[src/rtl/card_load_consts.svh]
// constants for the card store load and autoload block
`ifndef CARD_LOAD_CONSTS_SVH
`define CARD_LOAD_CONSTS_SVH
`define CLK_MHZ 20
`define PULSE1_NS 4000
`define PULSE2_NS 100
`define PULSE1_CYC ((`PULSE1_NS * `CLK_MHZ) / 1000)
`define PULSE2_CYC (((`PULSE2_NS * `CLK_MHZ) + 999) / 1000)
`define RTC_PERIOD_US 16384
`define RTC_CYC (`RTC_PERIOD_US * `CLK_MHZ)
`define START_ADDR_DISC 16'h0113
`define START_ADDR_CARD 16'h0112
`define EXEC_PROC_BIT 4
`define NYB_FIRST 2'h0
`define NYB_LAST 2'h3
`define WORD_W 16
`define NYB_W 4
`endif

[src/rtl/card_load_pkg.sv]
// types for the card store load and autoload block
package card_load_pkg;
    typedef enum logic [3:0] {
        AL_IDLE = 4'h1,
        AL_RESET = 4'h2,
        AL_REQ = 4'h4,
        AL_RUN = 4'h8
    } autoload_state_e;
    typedef logic [1:0] nybble_count_t;
endpackage : card_load_pkg

[src/rtl/card_link_if.sv]
// link between the load control logic and a card adapter
`timescale 1ns/1ps
interface card_link_if;
    logic operation_active;
    logic head_position_signal;
    logic adapter_output_strobe;
    logic [3:0] nybble_input_lines;
    logic card_input_done;
    modport device (
        output operation_active,
        output head_position_signal,
        input adapter_output_strobe,
        input nybble_input_lines,
        input card_input_done
    );
    modport adapter (
        input operation_active,
        input head_position_signal,
        output adapter_output_strobe,
        output nybble_input_lines,
        output card_input_done
    );
endinterface : card_link_if

[src/rtl/pulse_timer.sv]
// one-shot timer of a fixed number of cycles
`timescale 1ns/1ps
module pulse_timer #(
    parameter int CYCLES = 1
) (
    // clock and reset
    input wire logic clk,
    input wire logic sys_rst,
    // trigger and pulse
    input wire logic fire,
    output logic active,
    output logic done
);
    localparam int CW = $clog2(CYCLES + 1);
    logic [CW-1:0] cnt_r;
    always_ff @(posedge clk) begin
        if (sys_rst) begin
            cnt_r <= '0;
            done <= 1'b0;
        end else begin
            done <= 1'b0;
            if (fire) begin
                cnt_r <= CW'(CYCLES);
            end else if (cnt_r != '0) begin
                cnt_r <= cnt_r - 1'b1;
                if (cnt_r == CW'(1)) begin
                    done <= 1'b1;
                end
            end
        end
    end
    assign active = (cnt_r != '0);
endmodule : pulse_timer

[src/rtl/card_load_ctrl.sv]
// control store card load and autoload control
//
// Overview of operation
// - start card load on power-on or reset/load
// - card position clears autoload-source, disc select low
// - reset/load raises operation-active, master clear, head signal
// - adapter ignores the head positioning signal
// - word built from four 4-bit nybbles
// - two-bit counter steers nybbles into data register
// - one adapter strobe clocks one nybble
// - nybble 0 raises first flag and assembly clear
// - nybble 3 raises last flag, store trigger, request
// - busy cleared by load-stop and console state
// - end of input clears operation-active
// - automatic autoload only after power-on or reset/load
// - button or disc request sets autoload flip-flop
// - 4 us pulse sets system reset, clears microaddress
// - 0.1 us pulse sets executive request and enable
// - executive request drives processor 4 busy bit
// - force start address 0113 disc, 0112 card
// - null state clears executive request
// - clock overflow raises request when enabled
// - main store transfer under microcode control only
`timescale 1ns/1ps
`include "card_load_consts.svh"
module card_load_ctrl #(
    parameter int RTC_CYCLES = `RTC_CYC
) (
    // clock and reset
    input wire logic clk,
    input wire logic sys_rst,
    // link
    card_link_if.device link,
    // panel
    input wire logic power_on_reset,
    input wire logic reset_load_button,
    input wire logic card_source_selected,
    input wire logic autoload_button,
    input wire logic auto_mode,
    // disc and slot allocator
    input wire logic disc_autoload_request,
    input wire logic disc_load_done,
    input wire logic load_stop,
    input wire logic console_state_flag,
    input wire logic null_state,
    // outputs
    output logic disc_source_select,
    output logic load_master_clear,
    output logic [15:0] console_data,
    output logic first_nybble_flag,
    output logic last_nybble_flag,
    output logic assembly_clear,
    output logic word_store_trigger,
    output logic panel_store_request,
    output logic reset_clear_first,
    output logic reset_clear_second,
    output logic exec_request,
    output logic request_enable,
    output logic [7:0] busy_active,
    output logic force_address_valid,
    output logic [15:0] force_address
);
    logic op_active_r;
    logic head_r;
    logic disc_sel_r;
    logic mclr_r;
    card_load_pkg::nybble_count_t nyb_cnt_r;
    logic [15:0] data_r;
    logic first_r;
    logic last_r;
    logic clr_r;
    logic run_r;
    logic busy_r;
    logic auto_armed_r;
    logic auto_ff_r;
    logic sysrst_r;
    logic req_r;
    logic en_r;
    logic [7:0] ba_r;
    logic fav_r;
    logic [15:0] fa_r;
    logic [$clog2(RTC_CYCLES+1)-1:0] rtc_r;
    logic rtc_ovf;
    logic start_load;
    logic nybble_counter_clock;
    logic p1_act;
    logic p1_done;
    logic p2_act;
    logic p2_done;
    logic auto_start;
    card_load_pkg::autoload_state_e al_r;
    assign start_load = power_on_reset | reset_load_button;
    assign nybble_counter_clock = link.adapter_output_strobe & op_active_r;
    // ==========================================================
    // load initiate
    always_ff @(posedge clk) begin
        if (sys_rst) begin
            op_active_r <= 1'b0;
            mclr_r <= 1'b0;
            head_r <= 1'b0;
            disc_sel_r <= 1'b1;
        end else begin
            if (card_source_selected) begin
                disc_sel_r <= 1'b0;
            end else begin
                disc_sel_r <= 1'b1;
            end
            mclr_r <= start_load;
            head_r <= mclr_r;
            if (start_load) begin
                op_active_r <= 1'b1;
            end else if (link.card_input_done || disc_load_done) begin
                op_active_r <= 1'b0;
            end
        end
    end
    // ==========================================================
    // nybble assembly
    always_ff @(posedge clk) begin
        if (sys_rst) begin
            nyb_cnt_r <= `NYB_FIRST;
            data_r <= 16'h0000;
            first_r <= 1'b0;
            last_r <= 1'b0;
            clr_r <= 1'b0;
            run_r <= 1'b0;
        end else begin
            first_r <= 1'b0;
            last_r <= 1'b0;
            clr_r <= 1'b0;
            run_r <= last_r;
            if (start_load) begin
                nyb_cnt_r <= `NYB_FIRST;
            end else if (nybble_counter_clock) begin
                nyb_cnt_r <= nyb_cnt_r + 2'h1;
                case (nyb_cnt_r)
                    2'h0: begin
                        data_r <= {link.nybble_input_lines, 12'h000};
                        first_r <= 1'b1;
                        clr_r <= 1'b1;
                    end
                    2'h1: data_r[11:8] <= link.nybble_input_lines;
                    2'h2: data_r[7:4] <= link.nybble_input_lines;
                    2'h3: begin
                        data_r[3:0] <= link.nybble_input_lines;
                        last_r <= 1'b1;
                    end
                    default: data_r <= data_r;
                endcase
            end
        end
    end
    // ==========================================================
    // panel busy
    always_ff @(posedge clk) begin
        if (sys_rst) begin
            busy_r <= 1'b0;
        end else if (run_r) begin
            busy_r <= 1'b1;
        end else if (load_stop && console_state_flag) begin
            busy_r <= 1'b0;
        end
    end
    // ==========================================================
    // autoload start
    assign auto_start = (auto_armed_r && auto_mode && !op_active_r) || autoload_button || disc_autoload_request;
    always_ff @(posedge clk) begin
        if (sys_rst) begin
            auto_armed_r <= 1'b0;
            auto_ff_r <= 1'b0;
        end else begin
            if (start_load) begin
                auto_armed_r <= 1'b1;
            end else if (auto_ff_r) begin
                auto_armed_r <= 1'b0;
            end
            if (auto_start && al_r == card_load_pkg::AL_IDLE && !auto_ff_r) begin
                auto_ff_r <= 1'b1;
            end else if (al_r == card_load_pkg::AL_RUN && !autoload_button && !disc_autoload_request) begin
                auto_ff_r <= 1'b0;
            end
        end
    end
    pulse_timer #(.CYCLES(`PULSE1_CYC)) u_pulse1 (
        .clk(clk),
        .sys_rst(sys_rst),
        .fire(al_r == card_load_pkg::AL_IDLE && auto_ff_r),
        .active(p1_act),
        .done(p1_done)
    );
    pulse_timer #(.CYCLES(`PULSE2_CYC)) u_pulse2 (
        .clk(clk),
        .sys_rst(sys_rst),
        .fire(p1_done),
        .active(p2_act),
        .done(p2_done)
    );
    always_ff @(posedge clk) begin
        if (sys_rst) begin
            al_r <= card_load_pkg::AL_IDLE;
        end else begin
            case (al_r)
                card_load_pkg::AL_IDLE: if (auto_ff_r) al_r <= card_load_pkg::AL_RESET;
                card_load_pkg::AL_RESET: if (p1_done) al_r <= card_load_pkg::AL_REQ;
                card_load_pkg::AL_REQ: if (p2_done) al_r <= card_load_pkg::AL_RUN;
                card_load_pkg::AL_RUN: if (!auto_ff_r) al_r <= card_load_pkg::AL_IDLE;
                default: al_r <= card_load_pkg::AL_IDLE;
            endcase
        end
    end
    // ==========================================================
    // system reset and executive request
    assign rtc_ovf = (rtc_r == '0);
    always_ff @(posedge clk) begin
        if (sys_rst) begin
            rtc_r <= '0;
        end else if (rtc_ovf) begin
            rtc_r <= ($clog2(RTC_CYCLES+1))'(RTC_CYCLES - 1);
        end else begin
            rtc_r <= rtc_r - 1'b1;
        end
    end
    always_ff @(posedge clk) begin
        if (sys_rst) begin
            sysrst_r <= 1'b0;
            req_r <= 1'b0;
            en_r <= 1'b0;
            ba_r <= 8'h00;
            fav_r <= 1'b0;
            fa_r <= 16'h0000;
        end else begin
            sysrst_r <= p1_act;
            if (p2_act) begin
                req_r <= 1'b1;
                en_r <= 1'b1;
            end else if (rtc_ovf && en_r) begin
                req_r <= 1'b1;
            end else if (null_state) begin
                req_r <= 1'b0;
            end
            ba_r <= 8'h00;
            ba_r[`EXEC_PROC_BIT] <= req_r | (rtc_ovf & en_r);
            fav_r <= req_r && al_r == card_load_pkg::AL_RUN;
            fa_r <= card_source_selected ? `START_ADDR_CARD : `START_ADDR_DISC;
        end
    end
    assign link.operation_active = op_active_r;
    assign link.head_position_signal = head_r;
    assign disc_source_select = disc_sel_r;
    assign load_master_clear = mclr_r;
    assign console_data = data_r;
    assign first_nybble_flag = first_r;
    assign last_nybble_flag = last_r;
    assign assembly_clear = clr_r;
    assign word_store_trigger = run_r;
    assign panel_store_request = busy_r;
    assign reset_clear_first = sysrst_r;
    assign reset_clear_second = sysrst_r;
    assign exec_request = req_r;
    assign request_enable = en_r;
    assign busy_active = ba_r;
    assign force_address_valid = fav_r;
    assign force_address = fa_r;
endmodule : card_load_ctrl

[src/flat_wrapper.sv]
// flat-port wrapper written by rule: the top's interface ports become plain ports
module card_load_ctrl_flat 
#(
    parameter int RTC_CYCLES = `RTC_CYC
)
  (clk, sys_rst, power_on_reset, reset_load_button, card_source_selected, autoload_button, auto_mode, disc_autoload_request, disc_load_done, load_stop, console_state_flag, null_state, disc_source_select, load_master_clear, console_data, first_nybble_flag, last_nybble_flag, assembly_clear, word_store_trigger, panel_store_request, reset_clear_first, reset_clear_second, exec_request, request_enable, busy_active, force_address_valid, force_address, link_operation_active, link_head_position_signal, link_adapter_output_strobe, link_nybble_input_lines, link_card_input_done);
  card_link_if link_i ();
  input wire logic clk;
  input wire logic sys_rst;
  input wire logic power_on_reset;
  input wire logic reset_load_button;
  input wire logic card_source_selected;
  input wire logic autoload_button;
  input wire logic auto_mode;
  input wire logic disc_autoload_request;
  input wire logic disc_load_done;
  input wire logic load_stop;
  input wire logic console_state_flag;
  input wire logic null_state;
  output logic disc_source_select;
  output logic load_master_clear;
  output logic [15:0] console_data;
  output logic first_nybble_flag;
  output logic last_nybble_flag;
  output logic assembly_clear;
  output logic word_store_trigger;
  output logic panel_store_request;
  output logic reset_clear_first;
  output logic reset_clear_second;
  output logic exec_request;
  output logic request_enable;
  output logic [7:0] busy_active;
  output logic force_address_valid;
  output logic [15:0] force_address;
  output wire logic [$bits(link_i.operation_active)-1:0] link_operation_active;
  output wire logic [$bits(link_i.head_position_signal)-1:0] link_head_position_signal;
  input wire logic [$bits(link_i.adapter_output_strobe)-1:0] link_adapter_output_strobe;
  input wire logic [$bits(link_i.nybble_input_lines)-1:0] link_nybble_input_lines;
  input wire logic [$bits(link_i.card_input_done)-1:0] link_card_input_done;
  assign link_operation_active = link_i.operation_active;
  assign link_head_position_signal = link_i.head_position_signal;
  assign link_i.adapter_output_strobe = link_adapter_output_strobe;
  assign link_i.nybble_input_lines = link_nybble_input_lines;
  assign link_i.card_input_done = link_card_input_done;
  card_load_ctrl #(.RTC_CYCLES(RTC_CYCLES)) u_core (.clk(clk), .sys_rst(sys_rst), .link(link_i), .power_on_reset(power_on_reset), .reset_load_button(reset_load_button), .card_source_selected(card_source_selected), .autoload_button(autoload_button), .auto_mode(auto_mode), .disc_autoload_request(disc_autoload_request), .disc_load_done(disc_load_done), .load_stop(load_stop), .console_state_flag(console_state_flag), .null_state(null_state), .disc_source_select(disc_source_select), .load_master_clear(load_master_clear), .console_data(console_data), .first_nybble_flag(first_nybble_flag), .last_nybble_flag(last_nybble_flag), .assembly_clear(assembly_clear), .word_store_trigger(word_store_trigger), .panel_store_request(panel_store_request), .reset_clear_first(reset_clear_first), .reset_clear_second(reset_clear_second), .exec_request(exec_request), .request_enable(request_enable), .busy_active(busy_active), .force_address_valid(force_address_valid), .force_address(force_address));
endmodule
[config.mk]
export PLATFORM = sky130hd
export DESIGN_NAME = card_load_ctrl_flat
export DESIGN_NICKNAME = d
export VERILOG_FILES = /design/src/rtl/card_load_pkg.sv /design/src/rtl/card_link_if.sv /design/src/rtl/pulse_timer.sv /design/src/rtl/card_load_ctrl.sv /design/src/flat_wrapper.sv
export VERILOG_INCLUDE_DIRS = /design/src /design/src/rtl
export SDC_FILE = /design/constraint.sdc
export NUM_CORES = 1
export LEC_CHECK = 0
export BUFFER_PORTS_ARGS = -buffer_cell sky130_fd_sc_hd__clkbuf_2
export CORE_MARGIN = 10
export CORE_UTILIZATION = 53
export DETAILED_ROUTE_END_ITERATION = 10
export PLACE_DENSITY = 0.82
export SLEW_MARGIN = 20
export SYNTH_ARGS = -nofsm -noshare
export SYNTH_HDL_FRONTEND = slang
export SYNTH_SLANG_ARGS = --single-unit
[constraint.sdc]
create_clock -name clk -period 2.8 [get_ports clk]
set_clock_uncertainty 0.05 [all_clocks]
set_input_delay 0.14 -clock clk [delete_from_list [all_inputs] [get_ports clk]]
set_output_delay 0.14 -clock clk [all_outputs]
set_load 0.01 [all_outputs]
Word-level counts from Yosys, hierarchy flattened --
Cells that the tools add are included.
Word-level totals: output and inout bits 54, register bits 90, input bits 18, word-level logic and storage cells 129
Cells by class: equal/unequal tests 13, $add $sub $neg 4, reduce and logical (&&, ||, !) cells 43, bitwise operators 8, muxes and demuxes 30
Operator list (number):
- 4-bit case mux with 2 select lines | 3
- 2-bit nonzero test | 10
- 19-bit zero test | 1
- 19-bit 2-to-1 mux | 1
- 19-bit by 1-bit subtractor with 19-bit output, second input constant | 1
- 1-bit 2-to-1 mux | 17
- 4-bit 2-to-1 mux | 4
- 4-bit case mux with 4 select lines | 1
- 7-bit 2-to-1 mux | 2
- 3-bit AND reduction | 4
- 1-bit logical AND | 10
- 3-bit OR reduction | 3
- 2-bit OR reduction | 4
- 7-bit by 1-bit equality test with 1-bit output, second input constant | 1
- 7-bit nonzero test | 1
- 7-bit by 1-bit subtractor with 7-bit output, second input constant | 1
- 2-bit != test, second input constant | 3
- 2-bit by 1-bit equality test with 1-bit output, second input constant | 2
- 2-bit equality test, second input constant | 2
- 4-bit by 1-bit equality test with 1-bit output, second input constant | 1
- 4-bit by 2-bit equality test with 1-bit output, second input constant | 1
- 4-bit by 3-bit equality test with 1-bit output, second input constant | 1
- 4-bit equality test, second input constant | 1
- 1-bit zero test | 4
- 11 further kinds | 19

Depth between registers and ports, before layout --
depth after elaboration 7, mapped depth 8, depth with buffers taken out 6

Cells and area by module --
Synthesis repeated with hierarchy kept, for this count alone.
Unflattened totals: cells, all modules 340, area, all modules 3065.4 um^2
By module, submodules not included:
- card_load_ctrl | sequential area each 1161.1 um^2, area an instance 2562.5 um^2, cells each 286, instances 1
- pulse_timer (u_core.u_pulse1) | sequential area each 160.2 um^2, area an instance 410.4 um^2, cells each 46, instances 1
- pulse_timer (u_core.u_pulse2) | sequential area each 60.1 um^2, area an instance 92.6 um^2, cells each 8, instances 1

Worst setup path before layout --
OpenSTA, ideal clock, no wires.
kind reg2reg, from reg u_core.rtc_r[12], to reg u_core.rtc_r[2], cell stages (with the launch flop) 7, setup slack 682 ps, data required time 2679 ps, path buffers 2, arrival time 1997 ps, setup time 71 ps, clock period less this slack 2118 ps, cells stage by stage dfxtp_1 > or3_4 > or4_4 > or4_4 > buf_6 > buf_12 > a21oi_4
On the way: longest elaborated chain between the ends 2
Ends and longest elaborated chain:
- start: declaration | RTL line card_load_ctrl.sv:82 | logic [$clog2(RTC_CYCLES+1)-1:0] rtc_r;
- start signal: assignment | RTL line card_load_ctrl.sv:218 | rtc_r <= ($clog2(RTC_CYCLES+1))'(RTC_CYCLES - 1);
- start signal: assignment | RTL line card_load_ctrl.sv:220 | rtc_r <= rtc_r - 1'b1;
- 19-bit zero test | RTL line card_load_ctrl.sv:213 | assign rtc_ovf = (rtc_r == '0);
- 19-bit 2-to-1 mux | RTL line card_load_ctrl.sv:217 | end else if (rtc_ovf) begin
Every way passes these cells. A chain may end at the register's enable or synchronous reset.

Worst setup path in the final report --
from reg u_core.rtc_r[12], to reg u_core.rtc_r[16]
On the way: longest elaborated chain between the ends 2, elaborated cells between the ends (all ways) 3, classes of those cells add/sub (1); reduce/logical (2)
Ends and longest elaborated chain:
- branches (longest 2 deep; another with 19-bit by 1-bit subtractor with 19-bit output)
Several ways; the timed one is not identified.

==> out/qor.csv <==
stage,metric,value,unit
placement,count of buffers from port buffering,52,
sta,final hold violations,0,
drt,vias per cell,5.411,
synthesis,fraction of the mapped netlist area in simple logic gates,21.53,%
drt,drt total wl,6.840,mm
power_and_ir_drop,largest vdd supply drop,0.0004195,V
setup_path,WS Path Type,reg2reg,
synthesis,per-instance average area after synthesis,9.254,sq um
synthesis,Post-Synthesis Cells,331,
floorplan,core box area,0.005574,sq mm
synthesis,commonest register cell after synthesis,dfxtp_1,
clock_tree,H-tree levels,3,
placement,number of placed cells counting well taps,442,
clock_tree,CTS buffer count,9,
setup_path,required arrival time at the worst endpoint,2980,ps
sta,Final setup viols,0,
final_layout,post-layout instance count excluding filler cells,460,
setup_path,Worst Reg-to-Reg Cells,4,
power_and_ir_drop,combinational fraction of design power,36.8,%
sta,Final Slew Violations,0,
hold_path,min-delay worst type,in2reg,
synthesis,compound-gate portion of the synthesized area,15.28,%
hold_path,worst hold stages,3,
run,max capacitance violation total,0,
synthesis,"arithmetic-cell share of the synthesized area counting full adders, half adders and majority gates",3.676,%
power_and_ir_drop,sw frac,36.45,%
synthesis,YS warnings,0,
synthesis,Synth async-reset ratio,0,%
global_route,total global routing overflow,0,
global_route,number of antenna violations at the first check in global routing,0,
sta,maximum frequency from static timing analysis,464.3,MHz
clock_tree,number of gates resized after CTS,0,
setup_path,critical path endpoint category,flip-flop,
synthesis,cell taking the most area after synthesis,dfxtp_1,
floorplan,initial core utilization,54.95,%
setup_path,register-to-register setup slack,650,ps
sta,worst rel slew slack,53.47,%
final_layout,area added between synthesis and finish,13.24,%
floorplan,Boundary Pins,72,
global_route,vias in the first global route,2464,
clock_tree,"Clk Latency, worst-skew pair",340,ps
synthesis,number of enable flip-flop cells after synthesis,0,
drt,number of DRC violations after detailed routing,0,
drt,total vias in the final route,2489,
synthesis,Post-Synthesis Cell Area,0.003063,sq mm
clock_tree,hold buffer count at CTS,3,
power_and_ir_drop,Power Dens Cells,919.0,mW/mm^2
drt,DRT iter0 DRCs,173,
global_route,layer with the highest usage after global routing,met2,
floorplan,floorplan row count,27,
clock_tree,TritonCTS clock tree,yes,
global_route,all-layer global routing usage,15.51,%
synthesis,main combinational cell family by area after synthesis,simple AND/OR/NAND/NOR gates,
setup_path,capturing instance or port of the critical path,u_core.rtc_r[16],
synthesis,share of cell area taken by muxes after synthesis,0.6536,%
global_route,met3 Use GR,5.292,%
sta,slew at the pin with the worst max-slew slack,697.9,ps
global_route,global-route track usage on met1,17.32,%
clock_tree,CTS root buffer,clkbuf_8,
clock_tree,Clock Pin Slew Worst Setup and Hold Paths,70,ps
global_route,wire length of the first global-routing pass,11.34,mm
final_layout,Layout Nets,411,
global_route,routing usage on met2,26.57,%
placement,placer congestion estimate,0.7933,
setup_path,CP startpoint,u_core.rtc_r[12],
sta,fin crit share,76.93,%
setup_path,type of origin of the critical path,flip-flop,
power_and_ir_drop,clock network power share,21.2,%
setup_path,worst reg2reg path startpoint,u_core.rtc_r[12],
drt,routed wire length per instance,14.87,microns
synthesis,cell types occupying the most area after synthesis,"dfxtp_1 (45%), buf_4 (5.6%), nor2_1 (4.4%), ha_1 (3.7%), a21oi_1 (3.1%)",
status,result of the run,finished clean,
setup_path,FF-to-FF End,u_core.rtc_r[16],
floorplan,die footprint,0.009220,sq mm
clock_tree,Max clock buf depth,2,
power_and_ir_drop,leakage power summed over all cells,0.001441,uW
power_and_ir_drop,Sequential Power Share,42.0,%
clock_tree,Post CTS Setup Buffer Count,0,
sta,setup TNS,0,ps
drt,count of TritonRoute iterations in the first routing pass,4,
setup_path,critical path peak fanout,19,
synthesis,part of the Yosys area used for sequential elements,45.10,%
global_route,pin count of the biggest net entering global routing,32,
sta,crit path time final,2154,ps
synthesis,parity-gate share of the synthesized area counting xor and xnor cells,4.289,%
sta,setup repair after global routing missed its margin,false,
final_layout,number of diodes added for antenna fixing,0,
power_and_ir_drop,internal portion of total power,2026,uW
floorplan,die width,96.02,microns
floorplan,Die Y,96.02,microns
setup_path,arrival time at the worst endpoint,2340,ps
drt,number of nets with antenna violations after routing,0,
synthesis,"Distinct cells, synth",53,
placement,detailed placement HPWL,5.036,mm
power_and_ir_drop,power spent charging and discharging nets,1162,uW
hold_path,source of the worst hold timing path,link_nybble_input_lines[2],
synthesis,fraction of post-synthesis cell area in the top cell type by area,45.10,%
clock_tree,number of clock sinks,69,
synthesis,register bit total from synthesis,69,
final_layout,fraction of layout cells with a size suffix above 1,22.16,%
[layout make-up]
type / count / area (sq um)
Clock buffer: 13 / 148.9
Sequential cell: 69 / 1381
Clock inverter: 2 / 10.01
Inverter: 11 / 41.29
Tap cell: 72 / 90.09
Multi-Input combinational cell: 233 / 1469
Fill cell: 470 / 2106
Timing Repair Buffer: 60 / 327.8
[placed cells by master, fill, tap and decap left out, types with 2 or more instances in the layout]
master         synthesis  layout
mux2i_1                2       2
nor3_1                10      10
buf_4                 23       5
a21oi_4                2       2
nor4_1                 5       5
conb_1                 1      19
nor4b_1                5       5
dlygate4sd3_1          0       3
ha_1                   9       9
clkbuf_8               0      10
nand2_1               21      21
clkinv_2               0       2
nand4b_1               5       5
xnor2_1                9       9
clkbuf_1              11       3
and2_1                 3       3
xor2_1                 6       6
a311oi_1               3       3
and3_1                 2       2
nand2b_1               5       5
a22oi_1                8       8
a31oi_1                8       8
a21oi_2                7       7
o21ai_0                8       8
dfxtp_1               69      69
or4_4                  2       2
nor2_1                36      36
nand3b_1               2       2
nand3_1               10      10
clkbuf_2               0      52
nor2b_1                2       2
a21oi_1               19      19
nand4_1                2       2
inv_1                 10      10
or4_1                  2       2
or3_1                  3       3
[worst max-delay path: stages (launching register included)]
cell	delay, ps
dfxtp_1	320
or3_4	400
or4_4	440
or4_4	670
o211a_1	170
[routing by layer]
metal	up-vias	wire [microns]
met5	-	0
li1	1234	-
met1	1181	2831
met2	68	3468
met3	6	457
met4	0	83
[worst min-delay path by stage]
| stage | endpoint | slack [ps] |
|---|---|---|
| floorplan | u_core.force_address[0] | 160 |
| global placement | u_core.force_address[0] | 260 |
| detailed placement | u_core.force_address[0] | 260 |
| CTS | u_core.console_data[14] | 30 |
| global route | u_core.link.operation_active | 40 |
| finish | u_core.console_data[14] | 40 |
[state kept, by name (all words and copies together) (netlist names), 2 cells and up]
name	count
u_core.rtc_r	19
u_core.console_data	16
u_core.al_r	4
u_core.u_pulse1.cnt_r	7
u_core.nyb_cnt_r	2
u_core.u_pulse2.cnt_r	2
u_core.force_address	2
[cells in the mapped netlist (2+ instances only)]
| library cell | n |
|---|---|
| a21oi_4 | 2 |
| nand3b_1 | 2 |
| or3_1 | 3 |
| nor4_1 | 5 |
| o21ai_0 | 8 |
| a21oi_1 | 19 |
| buf_4 | 23 |
| or4_4 | 2 |
| nor3_1 | 10 |
| nand2b_1 | 5 |
| nor4b_1 | 5 |
| inv_1 | 10 |
| and3_1 | 2 |
| nor2_1 | 36 |
| nand2_1 | 21 |
| a21oi_2 | 7 |
| mux2i_1 | 2 |
| xnor2_1 | 9 |
| clkbuf_1 | 11 |
| nand3_1 | 10 |
| and2_1 | 3 |
| dfxtp_1 | 69 |
| ha_1 | 9 |
| a22oi_1 | 8 |
| nand4_1 | 2 |
| a31oi_1 | 8 |
| xor2_1 | 6 |
| a311oi_1 | 3 |
| nor2b_1 | 2 |
| or4_1 | 2 |
| nand4b_1 | 5 |
[through the flow]
stage | utilization (%) | instance area, sq um | setup slack (ps) | hold WS (ps) | power (uW)
floorplan | - | 3131 | 681.6 | 156.7 | 2288
global placement | 58.83 | 3279 | 667.6 | 259.2 | 2452
detailed placement | 58.83 | 3279 | 638.8 | 260.9 | 2513
CTS | 62.22 | 3468 | 643.6 | 28.27 | 3191
global route | 62.22 | 3468 | 536.4 | 43.80 | 3417
finish | 62.22 | 3468 | 646.1 | 38.02 | 3187
[kinds of logic after synthesis]
logic type,after synthesis
simple gates,122
compound gates,66
fa+ha+maj,9
flops,69
other cells,1
mux,2
buf+inv,47
xor+xnor,15
[power groups by stage]
stage | Combinational [uW] | Clock (uW) | Sequential (uW)
2_1_floorplan | 972 | 0 | 1320
3_5_place_dp | 1160 | 0 | 1350
5_1_grt | 1320 | 733 | 1360
3_3_place_gp | 1110 | 0 | 1340
4_1_cts | 1170 | 691 | 1330
6_report | 1170 | 676 | 1340
No activity file was read; power rests on OpenSTA's default activity.
